**config.mk**
```make
export PLATFORM = sky130hd
export DESIGN_NAME = sow_options
export DESIGN_NICKNAME = d
export VERILOG_FILES = /design/src/inc/sow_pkg.sv /design/src/rtl/sow_options.sv
export SDC_FILE = /design/constraint.sdc
export NUM_CORES = 1
export LEC_CHECK = 0
export BUFFER_PORTS_ARGS = -buffer_cell sky130_fd_sc_hd__buf_4
export CORE_ASPECT_RATIO = 1.4
export CORE_MARGIN = 3
export CORE_UTILIZATION = 45
export DETAILED_ROUTE_END_ITERATION = 10
export GPL_TIMING_DRIVEN = 0
export HOLD_SLACK_MARGIN = 0.1
export PLACE_DENSITY = 0.72
export SYNTH_ARGS = -nofsm -noshare
export SYNTH_HDL_FRONTEND = slang
export SYNTH_SLANG_ARGS = --single-unit
```
**constraint.sdc**
```tcl
create_clock -name clock -period 3 [get_ports clock]
set_input_delay 0.3 -clock clock [delete_from_list [all_inputs] [get_ports clock]]
set_output_delay 0.3 -clock clock [all_outputs]
set_load 0.005 [all_outputs]
```
**src/inc/sow_pkg.sv**
```systemverilog
`default_nettype none
// *********************************************************
// Shared constants of the options and watchdog bank
// *********************************************************
package sow_pkg;
    // Register byte addresses on the word-wide bus
    localparam logic [3:0] SOW_OFS_OPT1    = 4'h0;
    localparam logic [3:0] SOW_OFS_OPT2    = 4'h4;
    localparam logic [3:0] SOW_OFS_PNHI    = 4'h8;
    localparam logic [3:0] SOW_OFS_PNLO    = 4'hc;
    localparam logic [3:0] SOW_OFS_RSTSTAT = 4'h0; // Index of service port word on its own bus
    // Reset values
    localparam logic [7:0] SOW_OPT1_RST    = 8'hc0;
    localparam logic [7:0] SOW_OPT2_RST    = 8'h00;
    // Writable masks
    localparam logic [7:0] SOW_OPT1_MASK   = 8'hf8;
    localparam logic [7:0] SOW_OPT2_MASK   = 8'hd7;
    // Field positions
    localparam int SOW_TO_HI   = 7;
    localparam int SOW_TO_LO   = 6;
    localparam int SOW_STOP_MODE_ENABLE_B = 5;
    localparam int SOW_SER2_B  = 4;
    localparam int SOW_TWI_B   = 3;
    localparam int SOW_CLKS_B  = 7;
    localparam int SOW_WIN_B   = 6;
    localparam int SOW_ADTS_B  = 4;
    // Watchdog service values
    localparam logic [7:0] SOW_SVC_FIRST  = 8'h55;
    localparam logic [7:0] SOW_SVC_SECOND = 8'haa;
    // Overflow counts: internal 1 kHz clock, then bus clock
    localparam logic [17:0] SOW_LPO_OVF1 = 18'd32;
    localparam logic [17:0] SOW_LPO_OVF2 = 18'd256;
    localparam logic [17:0] SOW_LPO_OVF3 = 18'd1024;
    localparam logic [18:0] SOW_BUS_OVF1 = 19'd8192;
    localparam logic [18:0] SOW_BUS_OVF2 = 19'd65536;
    localparam logic [18:0] SOW_BUS_OVF3 = 19'd262144;
    // Window opening counts on the bus clock
    localparam logic [18:0] SOW_WIN_OPEN1 = 19'd6144;
    localparam logic [18:0] SOW_WIN_OPEN2 = 19'd49152;
    localparam logic [18:0] SOW_WIN_OPEN3 = 19'd196608;
    // Internal 1 kHz tick period in bus clocks at 40 MHz
    localparam int SOW_CLK_HZ   = 40000000;
    localparam int SOW_LPO_HZ   = 1000;
    localparam int SOW_LPO_DIV  = SOW_CLK_HZ / SOW_LPO_HZ;
    // Identification, values arbitrary
    localparam logic [11:0] SOW_PART_DEF = 12'h5a3;
    localparam logic [3:0]  SOW_REV_DEF  = 4'h1;
endpackage : sow_pkg
`default_nettype wire

```
**src/rtl/sow_options.sv**
```systemverilog
// Chosen here: register access over Avalon-MM and the address map.
`default_nettype none
// Overview of operation
// - Options one keeps only its first write after each reset.
// - Options one always reads back its current contents.
// - Timeout field bits 7:6 with clock select sets period; 00 disables.
// - Internal: 32/256/1024 ticks; bus: 8192/65536/262144 cycles.
// - Options two bit 7 picks internal 1 kHz (0) or bus clock (1).
// - Options two bit 6 enables windowed watchdog.
// - Windowed: any status write in first three quarters resets.
// - Bus clock window opens at 6144/49152/196608; none on 1 kHz.
// - Stop enable bit 5; when clear a stop instruction forces reset.
// - Bit 4 moves serial two pins from port F to port E.
// - Bit 3 moves two-wire pins from port F to port E.
// - Clock select and window bits accept one write after reset.
// - Options two bit 4 picks ADC trigger: counter overflow or IRQ pin.
// - Divide field bits 2:0 drives clock out when nonzero.
// - Clock out frequency is bus clock over twice the field.
// - Two read-only registers hold the part number, high byte at the lower address.
// - High register also holds revision; writes have no effect.
// - Writing 55 then aa to status address clears watchdog counter.
// - Any other value written there while enabled resets.
// - Counter overflow resets through the watchdog reset request.
module sow_options
    import sow_pkg::*;
#(
    parameter int          LPO_DIV  = SOW_LPO_DIV,
    parameter logic [11:0] PART_NUM = SOW_PART_DEF,
    parameter logic [3:0]  REV_NUM  = SOW_REV_DEF
) (
    input  wire logic        clock,
    input  wire logic        reset_n,
    input  wire logic [3:0]  avs_address,
    input  wire logic        avs_read,
    input  wire logic        avs_write,
    input  wire logic [31:0] avs_writedata,
    input  wire logic [3:0]  avs_byteenable,
    output var  logic [31:0] avs_readdata,
    output var  logic        avs_waitrequest,
    input  wire logic        status_write,
    input  wire logic [7:0]  status_wdata,
    input  wire logic        stop_executed,
    output var  logic        watchdog_reset,
    output var  logic        illegal_opcode_reset,
    output var  logic        stop_mode_enable,
    output var  logic        serial_two_pin_select,
    output var  logic        twowire_pin_select,
    output var  logic        adc_trigger_source_select,
    output var  logic        port_a_bit0,
    output var  logic        port_a_bit0_oe
);

    // *********************************************************
    // Bus slave
    // *********************************************************
    logic        opt1_done_q;
    logic        opt2_done_q;
    logic [7:0]  opt1_q;
    logic [7:0]  opt2_q;
    logic        ack_q;
    logic [31:0] rdata_q;

    // Decode; one-cycle wait then ack so every access takes two edges
    wire  acc      = (avs_read | avs_write) & ~ack_q;
    // Writes land at the edge that sees waitrequest low, as the master expects
    wire  wr_lane  = avs_write & avs_byteenable[0] & ack_q;
    wire  hit_opt1 = avs_address == SOW_OFS_OPT1;
    wire  hit_opt2 = avs_address == SOW_OFS_OPT2;
    wire  hit_pnhi = avs_address == SOW_OFS_PNHI;
    wire  hit_pnlo = avs_address == SOW_OFS_PNLO;
    wire  wr_opt1  = wr_lane & hit_opt1 & ~opt1_done_q;
    wire  wr_opt2  = wr_lane & hit_opt2;
    wire  [7:0] pnhi = {REV_NUM, PART_NUM[11:8]};
    wire  [7:0] pnlo = PART_NUM[7:0];
    wire  [7:0] rd_sel = hit_opt1 ? opt1_q :
                         hit_opt2 ? opt2_q :
                         hit_pnhi ? pnhi :
                         hit_pnlo ? pnlo : 8'h00;

    // Answer register: waitrequest falls one edge after the request
    always_ff @(posedge clock) begin
        if (!reset_n) begin
            ack_q           <= 1'b0;
            avs_waitrequest <= 1'b1;
            rdata_q         <= 32'h0000_0000;
        end else begin
            ack_q           <= acc;
            avs_waitrequest <= ~acc;
            rdata_q         <= acc ? {24'h00_0000, rd_sel} : rdata_q;
        end
    end
    assign avs_readdata    = rdata_q;

    // *********************************************************
    // Option registers
    // *********************************************************
    // Options one: whole register locks on its first write
    always_ff @(posedge clock) begin
        if (!reset_n) begin
            opt1_q      <= SOW_OPT1_RST;
            opt1_done_q <= 1'b0;
        end else if (wr_opt1) begin
            opt1_q      <= avs_writedata[7:0] & SOW_OPT1_MASK;
            opt1_done_q <= 1'b1;
        end
    end

    // Options two: watchdog bits lock, trigger and divide stay free
    wire [7:0] opt2_once = wr_opt2 & ~opt2_done_q ? avs_writedata[7:0] : opt2_q;
    always_ff @(posedge clock) begin
        if (!reset_n) begin
            opt2_q      <= SOW_OPT2_RST;
            opt2_done_q <= 1'b0;
        end else if (wr_opt2) begin
            opt2_q      <= {opt2_once[7:6], 1'b0, avs_writedata[4], 1'b0,
                            avs_writedata[2:0]};
            opt2_done_q <= 1'b1;
        end
    end

    wire [1:0] to_sel  = opt1_q[SOW_TO_HI:SOW_TO_LO];
    wire       clk_sel = opt2_q[SOW_CLKS_B];
    wire       win_en  = opt2_q[SOW_WIN_B] & clk_sel;
    wire [2:0] div_sel = opt2_q[2:0];

    // Option bits registered on their way to the pin muxes, stop control and ADC trigger select
    always_ff @(posedge clock) begin
        if (!reset_n) begin
            stop_mode_enable          <= 1'b0;
            serial_two_pin_select     <= 1'b0;
            twowire_pin_select        <= 1'b0;
            adc_trigger_source_select <= 1'b0;
        end else begin
            stop_mode_enable          <= opt1_q[SOW_STOP_MODE_ENABLE_B];
            serial_two_pin_select     <= opt1_q[SOW_SER2_B];
            twowire_pin_select        <= opt1_q[SOW_TWI_B];
            adc_trigger_source_select <= opt2_q[SOW_ADTS_B];
        end
    end

    // *********************************************************
    // Watchdog
    // *********************************************************
    logic [15:0] lpo_cnt_q;
    logic [18:0] wd_cnt_q;
    logic        svc_armed_q;

    // Internal 1 kHz tick derived from the bus clock
    wire lpo_tick = lpo_cnt_q == 16'(LPO_DIV - 1);
    always_ff @(posedge clock) begin
        if (!reset_n) begin
            lpo_cnt_q <= 16'h0000;
        end else begin
            lpo_cnt_q <= lpo_tick ? 16'h0000 : lpo_cnt_q + 16'h0001;
        end
    end

    // Period and window lookups
    wire        wd_en = to_sel != 2'b00;
    wire [18:0] ovf   = clk_sel ?
                        (to_sel == 2'b01 ? SOW_BUS_OVF1 :
                         to_sel == 2'b10 ? SOW_BUS_OVF2 : SOW_BUS_OVF3) :
                        (to_sel == 2'b01 ? {1'b0, SOW_LPO_OVF1} :
                         to_sel == 2'b10 ? {1'b0, SOW_LPO_OVF2} :
                         {1'b0, SOW_LPO_OVF3});
    wire [18:0] wopen = to_sel == 2'b01 ? SOW_WIN_OPEN1 :
                        to_sel == 2'b10 ? SOW_WIN_OPEN2 : SOW_WIN_OPEN3;
    wire        step  = clk_sel | lpo_tick;
    wire        wd_ovf = wd_en & step & (wd_cnt_q == ovf - 19'd1);
    wire        st_wr  = status_write & wd_en;
    wire        early  = win_en & (wd_cnt_q < wopen);
    wire        bad_v  = st_wr & (status_wdata != SOW_SVC_FIRST) &
                         (status_wdata != SOW_SVC_SECOND);
    wire        svc    = st_wr & svc_armed_q & ~early &
                         (status_wdata == SOW_SVC_SECOND);
    wire        bad    = bad_v | (st_wr & early);

    // Counter with sequence tracking; a stray 55 rearms the sequence
    always_ff @(posedge clock) begin
        if (!reset_n) begin
            wd_cnt_q    <= 19'h0_0000;
            svc_armed_q <= 1'b0;
        end else begin
            if (!wd_en || svc || wd_ovf) begin
                wd_cnt_q <= 19'h0_0000;
            end else if (step) begin
                wd_cnt_q <= wd_cnt_q + 19'd1;
            end
            if (st_wr) begin
                svc_armed_q <= status_wdata == SOW_SVC_FIRST;
            end
        end
    end

    // Reset requests, one-cycle pulses to the reset controller
    always_ff @(posedge clock) begin
        if (!reset_n) begin
            watchdog_reset       <= 1'b0;
            illegal_opcode_reset <= 1'b0;
        end else begin
            watchdog_reset       <= wd_ovf | bad;
            illegal_opcode_reset <= stop_executed & ~opt1_q[SOW_STOP_MODE_ENABLE_B];
        end
    end

    // *********************************************************
    // Clock output divider
    // *********************************************************
    logic [2:0] div_cnt_q;

    // Toggle every field-value cycles gives bus over twice the field
    always_ff @(posedge clock) begin
        if (!reset_n) begin
            div_cnt_q      <= 3'h0;
            port_a_bit0    <= 1'b0;
            port_a_bit0_oe <= 1'b0;
        end else begin
            port_a_bit0_oe <= div_sel != 3'h0;
            if (div_sel == 3'h0) begin
                div_cnt_q   <= 3'h0;
                port_a_bit0 <= 1'b0;
            end else if (div_cnt_q >= div_sel - 3'h1) begin
                div_cnt_q   <= 3'h0;
                port_a_bit0 <= ~port_a_bit0;
            end else begin
                div_cnt_q   <= div_cnt_q + 3'h1;
            end
        end
    end

    // *********************************************************
    // Checks
    // *********************************************************
    property p_opt1_lock;
        @(posedge clock) disable iff (!reset_n)
        opt1_done_q |=> $stable(opt1_q);
    endproperty
    a_opt1_lock: assert property (p_opt1_lock) else $error("opt1 changed after lock");

    property p_read_opt1;
        @(posedge clock) disable iff (!reset_n)
        (acc & avs_read & hit_opt1) |=> (avs_readdata[7:0] == $past(opt1_q));
    endproperty
    a_read_opt1: assert property (p_read_opt1) else $error("opt1 readback wrong");

    property p_wd_off;
        @(posedge clock) disable iff (!reset_n)
        (to_sel == 2'b00) |=> !watchdog_reset;
    endproperty
    a_wd_off: assert property (p_wd_off) else $error("reset while disabled");

    property p_wd_lock;
        @(posedge clock) disable iff (!reset_n)
        opt2_done_q |=> $stable(opt2_q[7:6]);
    endproperty
    a_wd_lock: assert property (p_wd_lock) else $error("watchdog bits changed");

    property p_bad_value;
        @(posedge clock) disable iff (!reset_n)
        (status_write & wd_en & (status_wdata == 8'h12)) |=> watchdog_reset;
    endproperty
    a_bad_value: assert property (p_bad_value) else $error("bad value no reset");

    property p_early;
        @(posedge clock) disable iff (!reset_n)
        (status_write & wd_en & win_en & (wd_cnt_q < wopen)) |=> watchdog_reset;
    endproperty
    a_early: assert property (p_early) else $error("early write no reset");

    property p_service;
        @(posedge clock) disable iff (!reset_n)
        svc |=> (wd_cnt_q == 19'h0_0000) && !watchdog_reset;
    endproperty
    a_service: assert property (p_service) else $error("service not cleared");

    property p_overflow;
        @(posedge clock) disable iff (!reset_n)
        (wd_en & clk_sel & (wd_cnt_q == ovf - 19'd1)) |=> watchdog_reset;
    endproperty
    a_overflow: assert property (p_overflow) else $error("overflow no reset");

    property p_stop;
        @(posedge clock) disable iff (!reset_n)
        (stop_executed & !opt1_q[SOW_STOP_MODE_ENABLE_B]) |=> illegal_opcode_reset;
    endproperty
    a_stop: assert property (p_stop) else $error("stop not trapped");

    property p_clkout_en;
        @(posedge clock) disable iff (!reset_n)
        (div_sel == 3'h0) |=> !port_a_bit0_oe;
    endproperty
    a_clkout_en: assert property (p_clkout_en) else $error("clock out not off");

endmodule : sow_options
`default_nettype wire

```
==> Yosys cells after proc, flatten, opt, wreduce, memory -nomap -nowiden <==
Index checks and enable logic that the tools add are counted.
{ "classes": {"n_addsub": 5, "magnitude_cmp": 2, "eq_ne": 11, "n_mux": 11, "bitwise": 31, "n_reduce_logical": 12} }
{ "op_table": {"columns": ["op", "count"], "rows": [
  ["two-way mux 19 bit", 3],
  ["two-way mux 18 bit", 2],
  ["two-way mux 8 bit", 4],
  ["two-way mux 11 bit", 2],
  ["adder 19 x 1 -> 19 bit (second input constant)", 1],
  ["bitwise AND 1 bit", 19],
  ["== test 19 bit", 1],
  ["< comparator 19 x 18 -> 1 bit", 1],
  ["subtractor 19 x 1 -> 19 bit (second input constant)", 1],
  ["adder 16 x 1 -> 16 bit (second input constant)", 1],
  ["== test 16 bit (second input constant)", 1],
  ["== test 4 bit (second input constant)", 2],
  ["== test 8 x 7 -> 1 bit (second input constant)", 1],
  ["== test 8 bit (second input constant)", 1],
  ["!= test 8 x 7 -> 1 bit (second input constant)", 1],
  ["!= test 8 bit (second input constant)", 1],
  ["NOT 1 bit", 8],
  ["OR reduction 2 bit", 3],
  ["== test 4 x 3 -> 1 bit (second input constant)", 1],
  ["logical NOT 4 bit", 1],
  ["OR 1 bit", 4],
  ["adder 3 x 1 -> 3 bit (second input constant)", 1],
  ["greater-or-equal comparator 3 bit", 1],
  ["logical NOT 3 bit", 1],
  ["9 further kinds", 10]
]} }
{ "totals": {"register_bits": 70, "inputBits": 54, "out_inout_bits": 41, "elab_cells": 92} }

==> Logic depth before layout (Yosys ltp) <==
Gate-level depths: netlist (run 1).
{ "logic_depth": {"ltp_word": 11, "ltp_mapped": 10, "mapped_depth_nobuf": 9} }

==> Least setup slack after synthesis (run 1) <==
OpenSTA, ideal clock, no wires.
{ "synth_timing": {"path_type": "register to register", "from": "reg opt1_q[6]", "to": "reg wd_cnt_q[16]", "setup_ps": 140, "arrival_ps": 2446, "t_required_ps": 2860, "slack_ps": 414, "path_stages_with_launch": 11, "n_path_buf": 1, "synth_period_minus_slack_ps": 2586, "cell_sequence": "dfxtp_1 > inv_1 > ha_1 > nand2_1 > ha_1 > nor2_1 > o311a_1 > or3_1 > a2111oi_4 > buf_6 > nor3_2"} }
{ "synth_via": {"elab_chain_cells": 11, "elab_cells_between_ends": 25, "classes_between": "add/sub: 1; order compare: 1; eq/ne: 3; mux: 7; bitwise: 8; reduce/logical: 5"} }
{ "synth_lines": {"columns": ["element", "line_no", "rtl"], "rows": [
  ["start, declared", "sow_options.sv:58", "logic [7:0] opt1_q;"],
  ["start signal, assigned", "sow_options.sv:103", "opt1_q <= avs_writedata[7:0] & SOW_OPT1_MASK;"],
  ["branches (longest 9 deep; another with subtractor 19 x 1 -> 19 bit)", null, null],
  ["logical OR 1 bit *", "sow_options.sv:184", "if (!wd_en || svc || wd_ovf) begin"],
  ["OR reduction 2 bit (no source line) *", null, null],
  ["end signal, assigned", "sow_options.sv:187", "wd_cnt_q <= wd_cnt_q + 19'd1;"],
  ["end, declared", "sow_options.sv:145", "logic [18:0] wd_cnt_q;"]
]} }
Mark *: on every way between the ends.
A chain may end at the register's enable or synchronous reset.

==> Worst setup path after layout (run 1) <==
{ "layout_timing": {"from": "reg opt1_q[6]", "to": "reg wd_cnt_q[0]"} }
The elaborated chain is that of the path after synthesis.

==> reports/metrics.yaml, run 1 <==
setup_path:
  critPathKind: "flip-flop to flip-flop"
  worst_path_most_repeated_cell: "ha_1"
  cp.arrival_ps: 3070
  cp_cell_sequence: "inv_1 -> ha_1 -> nand2_1 -> ha_1 -> nor2_1 -> o311a_1 -> or3_1 -> a2111oi_4 -> buf_4 -> buf_6 -> nor3_1"
  cp-startpoint: "opt1_q[6]"
  timing.rr.start: "opt1_q[6]"
  worstPathMaxFanout: 10
  max_stage_delay_ps: 390
  required_ps: 3230
  setup.worst_path.end_class: "flip-flop"
  start_kind: "flip-flop"
  critPathSlowestCell: "a2111oi_4"
route:
  post_drt_wl_per_cell_um: 13.3
  route.detailed.drc: 0
  drtIter0Drc: 114
  drtAntennaViolNets: 0
  vias: 3011
  wl_mm: 7.93
  viasPerCell: 5.06
  dr.pass1.iters: 4
sta:
  max_freq_ghz: 0.352
  finClkSkew_ps: 11.3
  slew_headroom: 0.345
  hold_viol_final: 0
  setup_viol: 0
  fin_setup_tns_ps: 0
  worst_slew_pin_slew_ps: 969
  fin_crit_sh: 0.947
  rsz0062_at_grt: "no"
  layout_min_cycle_time_ps: 2840
  drv_slew: 0
logic_synthesis:
  ys_warn_count: 0
  ys_seq_area_frac: 0.386
  async_flop_share: 0
  synth_edf_count: 0
  syn_area_mm2: 0.00363
  synth.distinct_cells: 52
  ys_ff_latch: 70
  synthFlopType: "dfxtp_1"
  synth_area_per_cell_um2: 8.78
  synth_cells: 414
finish:
  nets: 562
  fin_util: 0.564
  design_area_mm2: 0.00440
  fillCellCount: 738
  syn_to_final_growth_pct: 21.0
  stdcell_count: 595
  layout-drive-gt1-share: 0.186
  num_antenna_cells: 0
status:
  status: "finished clean"
floorplan:
  dieHeight_um: 112
  coreArea_mm2: 0.00780
  fp.dieW_um: 81.9
  start_util: 0.466
  io_pins: 95
  rows: 38
  die_area_mm2: 0.00920
placed_design:
  dpl-instance-area_mm2: 0.00415
  placedCellCount: 577
  hpwl_mm: 5.93
  portBuffers: 40
  routabilityCongestion: 0.851
flow_run:
  cap_violations: 0
min_path:
  worstHoldStart: "avs_writedata[7]"
  hp-class: "input port to flip-flop"
pwr:
  cellPowerDensity_mw_per_mm2: 435
  total_power_mw: 1.91
  p_leak_nw: 1.88
  irDropWorstVdd_uv: 243
cts:
  cts_tree: "yes"
  cts_max_level: 3
  holdBufCountCts: 0
  cts_buffers: 9
  clkSlewWorstSetupHoldPaths_ps: 80
  cts_sinks: 70
  clock_latency_ps: 350
  clockRootBuffer: "clkbuf_8"
  ctsLongestPathBuffers: 2
global_routing:
  grt-ovfl-total: 0
  grt_max_degree: 14
  antenna_found_initial: 0
  grtUsageTotal: 0.181
  first_global_vias: 2976
  grt_pass1_wl_mm: 13.0
## through the flow
| stage | hold slack (ps) | setup slack, ps |
|---|---|---|
| global route | 186 | 14.8 |
| detailed placement | 443 | -20.7 |
| floorplan | 417 | 414 |
| CTS | 173 | 10.9 |
| global placement | 427 | 38.2 |
| finish | 178 | 158 |
## cells in the final DEF (no fill, tap or decap), drive strengths merged, types with 16 or more instances in the layout
cell	instances
ha	18
buf	70
nor3	27
inv	16
conb	24
nand2	26
nor2	47
xnor2	25
dfxtp	70
clkbuf	18
## final timing paths
| check | to | slack (ps) | cells after the start |
|---|---|---|---|
| setup / recovery | wd_cnt_q[0] | 160 | 11 |
| hold reg to reg | lpo_cnt_q[0] | 460 | 1 |
| setup reg to reg | wd_cnt_q[0] | 160 | 11 |
| hold / removal | opt1_q[7] | 180 | 3 |
## registers in the layout, indices dropped and copies added (netlist names)
name / count
lpo_cnt_q: 16
watchdog_reset: 1
adc_trigger_source_select: 1
avs_waitrequest: 1
port_a_bit0: 1
div_cnt_q: 3
opt2_done_q: 1
wd_cnt_q: 19
opt1_q: 5
serial_two_pin_select: 1
svc_armed_q: 1
ack_q: 1
opt2_q: 6
port_a_bit0_oe: 1
stop_mode_enable: 1
avs_readdata: 8
opt1_done_q: 1
illegal_opcode_reset: 1
twowire_pin_select: 1
## synth_stat cells, types with 2 or more instances
| library cell | count | area (um2) |
|---|---|---|
| dfxtp_1 | 70 | 1400 |
| nor2_1 | 47 | 176 |
| nand2_1 | 26 | 97.6 |
| nor3_1 | 26 | 130 |
| xnor2_1 | 25 | 219 |
| buf_4 | 24 | 180 |
| ha_1 | 18 | 225 |
| inv_1 | 16 | 60.1 |
| a21oi_1 | 14 | 70.1 |
| mux2i_1 | 12 | 120 |
| nand3_1 | 12 | 60.1 |
| xor2_1 | 11 | 96.3 |
| and3_1 | 10 | 62.6 |
| o21ai_0 | 10 | 50.1 |
| clkbuf_1 | 9 | 33.8 |
| nor4_1 | 8 | 50.1 |
| and2_1 | 6 | 37.5 |
| nand4_1 | 6 | 37.5 |
| a21o_1 | 4 | 30.0 |
| a22oi_1 | 4 | 30.0 |
| nand2b_1 | 4 | 25.0 |
| nor2b_1 | 4 | 25.0 |
| or3_1 | 4 | 25.0 |
| a2111oi_0 | 3 | 26.3 |
| nand3b_1 | 3 | 22.5 |
| o21a_1 | 3 | 22.5 |
| or4bb_1 | 3 | 33.8 |
| and4_1 | 2 | 17.5 |
| buf_1 | 2 | 7.51 |
| buf_6 | 2 | 22.5 |
| nand4b_1 | 2 | 17.5 |
| nor3b_1 | 2 | 15.0 |
| nor4b_1 | 2 | 17.5 |
| nor4bb_1 | 2 | 20.0 |
## where the power goes
group	leakage, nW	switching [mW]	internal [mW]
registers	0.565	0.00571	0.938
logic	1.21	0.0622	0.0629
clock network	0.109	0.371	0.470
## area by class of cell
cell class	count	area [um2]	share of cell area
plain buffers	37	245	0.0558
clock inverters	7	98.8	0.0225
multi-input cells	314	2020	0.461
clock buffers	9	124	0.0282
repair buffers	42	315	0.0717
flip-flops and latches	70	1400	0.319
inverters	16	60.1	0.0137
well taps	100	125	0.0285
## cells by family (layout without fill, tap and decap cells)
logic type                 after synthesis  after routing  share of synthesized area
AOI/OAI and AO/OA                       49             49                     0.0930
other                                    1             24                    0.00103
xor gates and xnor gates                36             36                     0.0868
muxes                                   13             13                     0.0362
adders and majority gates               18             18                     0.0620
and+or+nand+nor                        174            174                      0.252
DFF                                     70             70                      0.386
buffers and inverters                   53            111                     0.0837
## routing by layer
layer  share of wire  track usage  vias to the layer above
li1                -            -                     1551
met1            0.41        0.211                     1385
met2            0.53        0.309                       64
met3           0.046       0.0409                       11
met4           0.012       0.0765                        0
met5               0            0                        -
## timing repair
action                     in CTS  in global routing
resized for setup               1                  4
setup endpoints to repair      10                 19
pin swaps                       1                  0
setup buffers                   2                  0
## critical path: cells and delay by family (launching register included)
| family | cells | cell delay, ps |
|---|---|---|
| AO/OA/AOI/OAI | 2 | 700 |
| adder cells (fa/ha/maj) | 2 | 550 |
| buffers and inverters | 3 | 480 |
| flip-flops | 1 | 380 |
| AND/OR/NAND/NOR | 4 | 600 |
Note: power is estimated with default switching activity, not from simulation.
==> run 2, diff against run 1 <==
--- a/config.mk
+++ b/config.mk
@@ -12,6 +12,7 @@
 export DETAILED_ROUTE_END_ITERATION = 10
 export GPL_TIMING_DRIVEN = 0
 export HOLD_SLACK_MARGIN = 0.1
+export MAX_ROUTING_LAYER = met4
 export PLACE_DENSITY = 0.72
 export SYNTH_ARGS = -nofsm -noshare
 export SYNTH_HDL_FRONTEND = slang
==> reports/metrics.yaml, run 2 (same netlist as run 1, synthesis figures left out) <==
route:
  met3_length_um: 410
  dr.max_layer_used: "met4"
  post_drt_wl_per_cell_um: 13.3
  route.detailed.drc: 0
  vias: 3014
  viasPerCell: 5.07
  drtAntennaViolNets: 0
  wl_met2_mm: 4.14
  dr.pass1.iters: 4
  wl_met1_mm: 3.21
  wl_mm: 7.89
  drtIter0Drc: 125
finish:
  largest_register: "wd_cnt_q"
  stdcell_count: 595
  layout_commonest_cell: "dfxtp_1"
  mostFrequentLayoutCells: "dfxtp_1, buf_4, nor2_1"
  fillCellCount: 738
  largest_register_ffs: 19
  layout-drive-gt1-share: 0.186
  syn_to_final_growth_pct: 21.0
  nets: 562
  num_antenna_cells: 0
pwr:
  total_power_mw: 1.91
  cellPowerDensity_mw_per_mm2: 434
  p_sw_frac: 0.229
  p_leak_nw: 1.88
  switchingPower_mw: 0.437
  seqPwrFrac: 0.494
  clock_power_share: 0.440
  irDropWorstVdd_uv: 243
  comb_power_share: 0.066
  power.internal_mw: 1.47
setup_path:
  setup.worst_path.end_class: "flip-flop"
  reg2regPathDepth: 11
  critPathKind: "flip-flop to flip-flop"
  reg2reg_to: "wd_cnt_q[0]"
  cp.arrival_ps: 3060
  r2r_slack_ps: 160
  cp-startpoint: "opt1_q[6]"
  worstPathMaxFanout: 10
  timing.rr.start: "opt1_q[6]"
  required_ps: 3230
  start_kind: "flip-flop"
  crit_path_end: "wd_cnt_q[0]"
status:
  status: "finished clean"
sta:
  slew_headroom: 0.345
  drv_slew: 0
  hold_viol_final: 0
  rsz0062_at_grt: "no"
  setup_viol: 0
  worst_slew_pin_slew_ps: 969
  finClkSkew_ps: 10.8
  holdWs_ps: 179
  max_freq_ghz: 0.353
  fin_crit_sh: 0.946
  layout_min_cycle_time_ps: 2840
  setup_slack_ps: 163
cts:
  cts_tree: "yes"
  ctsLongestPathBuffers: 2
  clock_latency_ps: 350
  clockRootBuffer: "clkbuf_8"
  clkSlewWorstSetupHoldPaths_ps: 80
  cts_buffers: 9
  cts_sinks: 70
  cts_max_level: 3
min_path:
  hp-class: "input port to flip-flop"
placed_design:
  routabilityCongestion: 0.865
  dp_slack_ps: -20.7
  portBuffers: 40
  hpwl_mm: 5.93
  placedCellCount: 577
floorplan:
  start_util: 0.466
  die_area_mm2: 0.00920
  fp.dieW_um: 81.9
  dieHeight_um: 112
  io_pins: 95
  rows: 38
  coreArea_mm2: 0.00780
flow_run:
  cap_violations: 0
global_routing:
  grt_max_degree: 14
  grt-ovfl-total: 0
  antenna_found_initial: 0
  first_global_vias: 2974
  grt_pass1_wl_mm: 13.1
  grtUsageTotal: 0.186
run 2: cell counts in the layout (fill, tap and decap cells not counted):
No cell type changed its count.
run 2: final cells by class:
cell class	count	area, um2	area share
multi-input combinational	314	2020	0.461
timing repair buffer	42	315	0.0717
inverter	16	60.1	0.0137
clock inverter	7	98.8	0.0225
sequential	70	1400	0.319
clock buffer	9	124	0.0282
tap	100	125	0.0285
buffer	37	245	0.0558
run 2: metal layers:
metal / vias to the layer above / track usage
met5: - / -
met4: 0 / 0.0765
met3: 18 / 0.0409
met2: 68 / 0.309
met1: 1379 / 0.212
li1: 1549 / -
run 2: repair_timing:
item	4_1_cts	5_1_grt
setup endpoints to repair	10	19
resized for setup	1	4
hold buffers	0	0
pin swaps	1	0
setup buffers	2	0
run 2: power groups by stage:
stage / logic, mW / registers, mW / clock network (mW)
2_1_floorplan: 0.0754 / 0.965 / 0
3_3_place_gp: 0.122 / 0.965 / 0
3_5_place_dp: 0.123 / 0.966 / 0
4_1_cts: 0.124 / 0.944 / 0.862
5_1_grt: 0.140 / 0.945 / 0.904
6_report: 0.125 / 0.944 / 0.840
run 2: worst max-delay path, stage by stage, from the launching register on:
cell,delay (ps)
dfxtp_2,380
inv_1,90
ha_1,300
nand2_1,110
ha_1,250
nor2_1,60
o311a_1,310
or3_1,370
a2111oi_4,390
buf_4,230
buf_6,160
nor3_1,60
run 2: worst min path at each step:
stage | cells after the start | slack, ps | start | to
3_5_place_dp | 1 | 440 | lpo_cnt_q[0] | lpo_cnt_q[0]
4_1_cts | 3 | 170 | avs_writedata[7] | opt1_q[7]
3_3_place_gp | 1 | 430 | lpo_cnt_q[0] | lpo_cnt_q[0]
5_1_grt | 3 | 190 | avs_writedata[7] | opt1_q[7]
6_report | 3 | 180 | avs_writedata[0] | opt2_q[0]
2_1_floorplan | 1 | 420 | div_cnt_q[0] | div_cnt_q[0]
run 2: per-stage QoR:
step                      area [um2]  setup TNS, ps  utilization
final                           4400              0        0.564
after global routing            4400              0        0.564
after CTS                       4380              0        0.562
after detailed placement        4150          -39.9        0.532
after global placement          4150              0        0.532
after floorplan                 3720              0            -
==> run 3, diff against run 2 <==
--- a/config.mk
+++ b/config.mk
@@ -6,6 +6,7 @@
 export NUM_CORES = 1
 export LEC_CHECK = 0
 export BUFFER_PORTS_ARGS = -buffer_cell sky130_fd_sc_hd__buf_4
+export CAP_MARGIN = 25
 export CORE_ASPECT_RATIO = 1.4
 export CORE_MARGIN = 3
 export CORE_UTILIZATION = 45
@@ -14,6 +15,7 @@
 export HOLD_SLACK_MARGIN = 0.1
 export MAX_ROUTING_LAYER = met4
 export PLACE_DENSITY = 0.72
+export REMOVE_ABC_BUFFERS = 1
 export SYNTH_ARGS = -nofsm -noshare
 export SYNTH_HDL_FRONTEND = slang
 export SYNTH_SLANG_ARGS = --single-unit
==> constraint.sdc (replaced) <==
create_clock -name clock -period 3 [get_ports clock]
set_input_delay 0.45 -clock clock [delete_from_list [all_inputs] [get_ports clock]]
set_output_delay 0.45 -clock clock [all_outputs]
set_load 0.005 [all_outputs]
==> reports/metrics.yaml, run 3 (same netlist as run 1, synthesis figures left out) <==
cts:
  cts_buffers: 9
  cts_max_level: 3
  clock_latency_ps: 350
  clkSlewWorstSetupHoldPaths_ps: 80
  cts_tree: "yes"
  holdBufCountCts: 0
  clockRootBuffer: "clkbuf_8"
  ctsLongestPathBuffers: 2
  cts_sinks: 70
floorplan:
  start_util: 0.466
  rows: 38
  dieHeight_um: 112
  die_area_mm2: 0.00920
  io_pins: 95
  fp.dieW_um: 81.9
  coreArea_mm2: 0.00780
placed_design:
  portBuffers: 43
  routabilityCongestion: 0.835
  hpwl_mm: 5.65
  dpl-instance-area_mm2: 0.00395
sta:
  setup_viol: 0
  drv_slew: 0
  finClkSkew_ps: 9.03
  rsz0062_at_grt: "no"
  max_freq_ghz: 0.357
  worst_slew_pin_slew_ps: 913
  fin_crit_sh: 0.934
  slew_headroom: 0.390
  layout_min_cycle_time_ps: 2800
  hold_viol_final: 0
setup_path:
  worstPathMaxFanout: 19
  cp_num_buf_inv: 1
  required_ps: 3220
  cp_cell_sequence: "or4_1 -> o41a_1 -> or2_4 -> a2111oi_4 -> buf_12 -> nor3_1"
  timing.rr.start: "lpo_cnt_q[6]"
  cp-startpoint: "lpo_cnt_q[6]"
  start_kind: "flip-flop"
  critPathKind: "flip-flop to flip-flop"
  r2r_slack_ps: 200
  cp_top_family: "compound AO/OA/AOI/OAI gates"
  cp.arrival_ps: 3020
  max_stage_delay_ps: 730
  critPathSlowestCell: "o41a_1"
  setup.worst_path.end_class: "flip-flop"
route:
  dr.pass1.iters: 4
  route.detailed.drc: 0
  post_drt_wl_per_cell_um: 13.3
  vias: 2959
  drtIter0Drc: 113
  drtAntennaViolNets: 0
  wl_mm: 7.46
  viasPerCell: 5.26
pwr:
  total_power_mw: 1.85
  irDropWorstVdd_uv: 336
  p_leak_nw: 1.75
  cellPowerDensity_mw_per_mm2: 441
finish:
  layout-drive-gt1-share: 0.149
  num_antenna_cells: 0
  design_area_mm2: 0.00420
  mostFrequentLayoutCells: "dfxtp_1, nor2_1, buf_4"
  syn_to_final_growth_pct: 15.6
  largest_register_ffs: 19
  nets: 530
  largest_register: "wd_cnt_q"
  layout_commonest_cell: "dfxtp_1"
min_path:
  worstHoldStart: "stop_executed"
  hp-class: "input port to flip-flop"
global_routing:
  grt_max_degree: 25
  first_global_vias: 2940
  grt-ovfl-total: 0
  grtUsageTotal: 0.184
  grt_pass1_wl_mm: 13.0
  antenna_found_initial: 0
flow_run:
  cap_violations: 0
status:
  status: "finished clean"
[run 3: per-layer routing]
metal | vias to the layer above | wire, um | track usage | part of all wire
li1 | 1479 | - | - | -
met1 | 1388 | 3100 | 0.205 | 0.42
met2 | 77 | 3850 | 0.307 | 0.52
met3 | 15 | 374 | 0.0409 | 0.050
met4 | 0 | 143 | 0.0876 | 0.019
met5 | - | 0 | - | 0
[run 3: area by class of cell]
type | instances | area (um2)
clock buffer | 11 | 151
clock inverter | 5 | 65.1
inverter | 16 | 60.1
fill | 741 | 3600
tap | 100 | 125
multi-input combinational | 314 | 2030
sequential | 70 | 1400
timing repair buffer | 47 | 369
[run 3: what timing repair did]
action / CTS / global route
endpoints found under the hold margin: 0 / 0
pin swaps: 1 / 0
resized for setup: 0 / 2
setup buffers: 2 / 0
endpoints found under the setup margin: 19 / 12
[run 3: path summary, 6_finish.rpt]
path / depth (start not counted) / end
max: 6 / wd_cnt_q[6]
min: 3 / illegal_opcode_reset
max reg2reg: 6 / wd_cnt_q[6]
min reg2reg: 1 / lpo_cnt_q[0]
[run 3: stage by stage]
step / util / hold slack, ps / setup WS (ps) / cells / setup TNS (ps)
final: 0.539 / 327 / 197 / 563 / 0
after global routing: 0.539 / 320 / 66.2 / 563 / 0
after CTS: 0.538 / 319 / 206 / 563 / 0
after detailed placement: 0.507 / 439 / -168 / 545 / -2570
after global placement: 0.503 / 431 / -143 / 543 / -2970
after floorplan: - / 417 / 295 / 400 / 0
[run 3: tightest hold or removal path, delay by kind of cell]
kind / cells / cell delay [ps]
buf+inv: 1 / 80
simple gates: 2 / 110
[run 3: power by group]
group | switching, mW | internal, mW | leakage, nW
logic | 0.0550 | 0.0456 | 1.08
registers | 0.00591 | 0.938 | 0.566
clock network | 0.372 | 0.438 | 0.111
total | 0.432 | 1.42 | 1.75
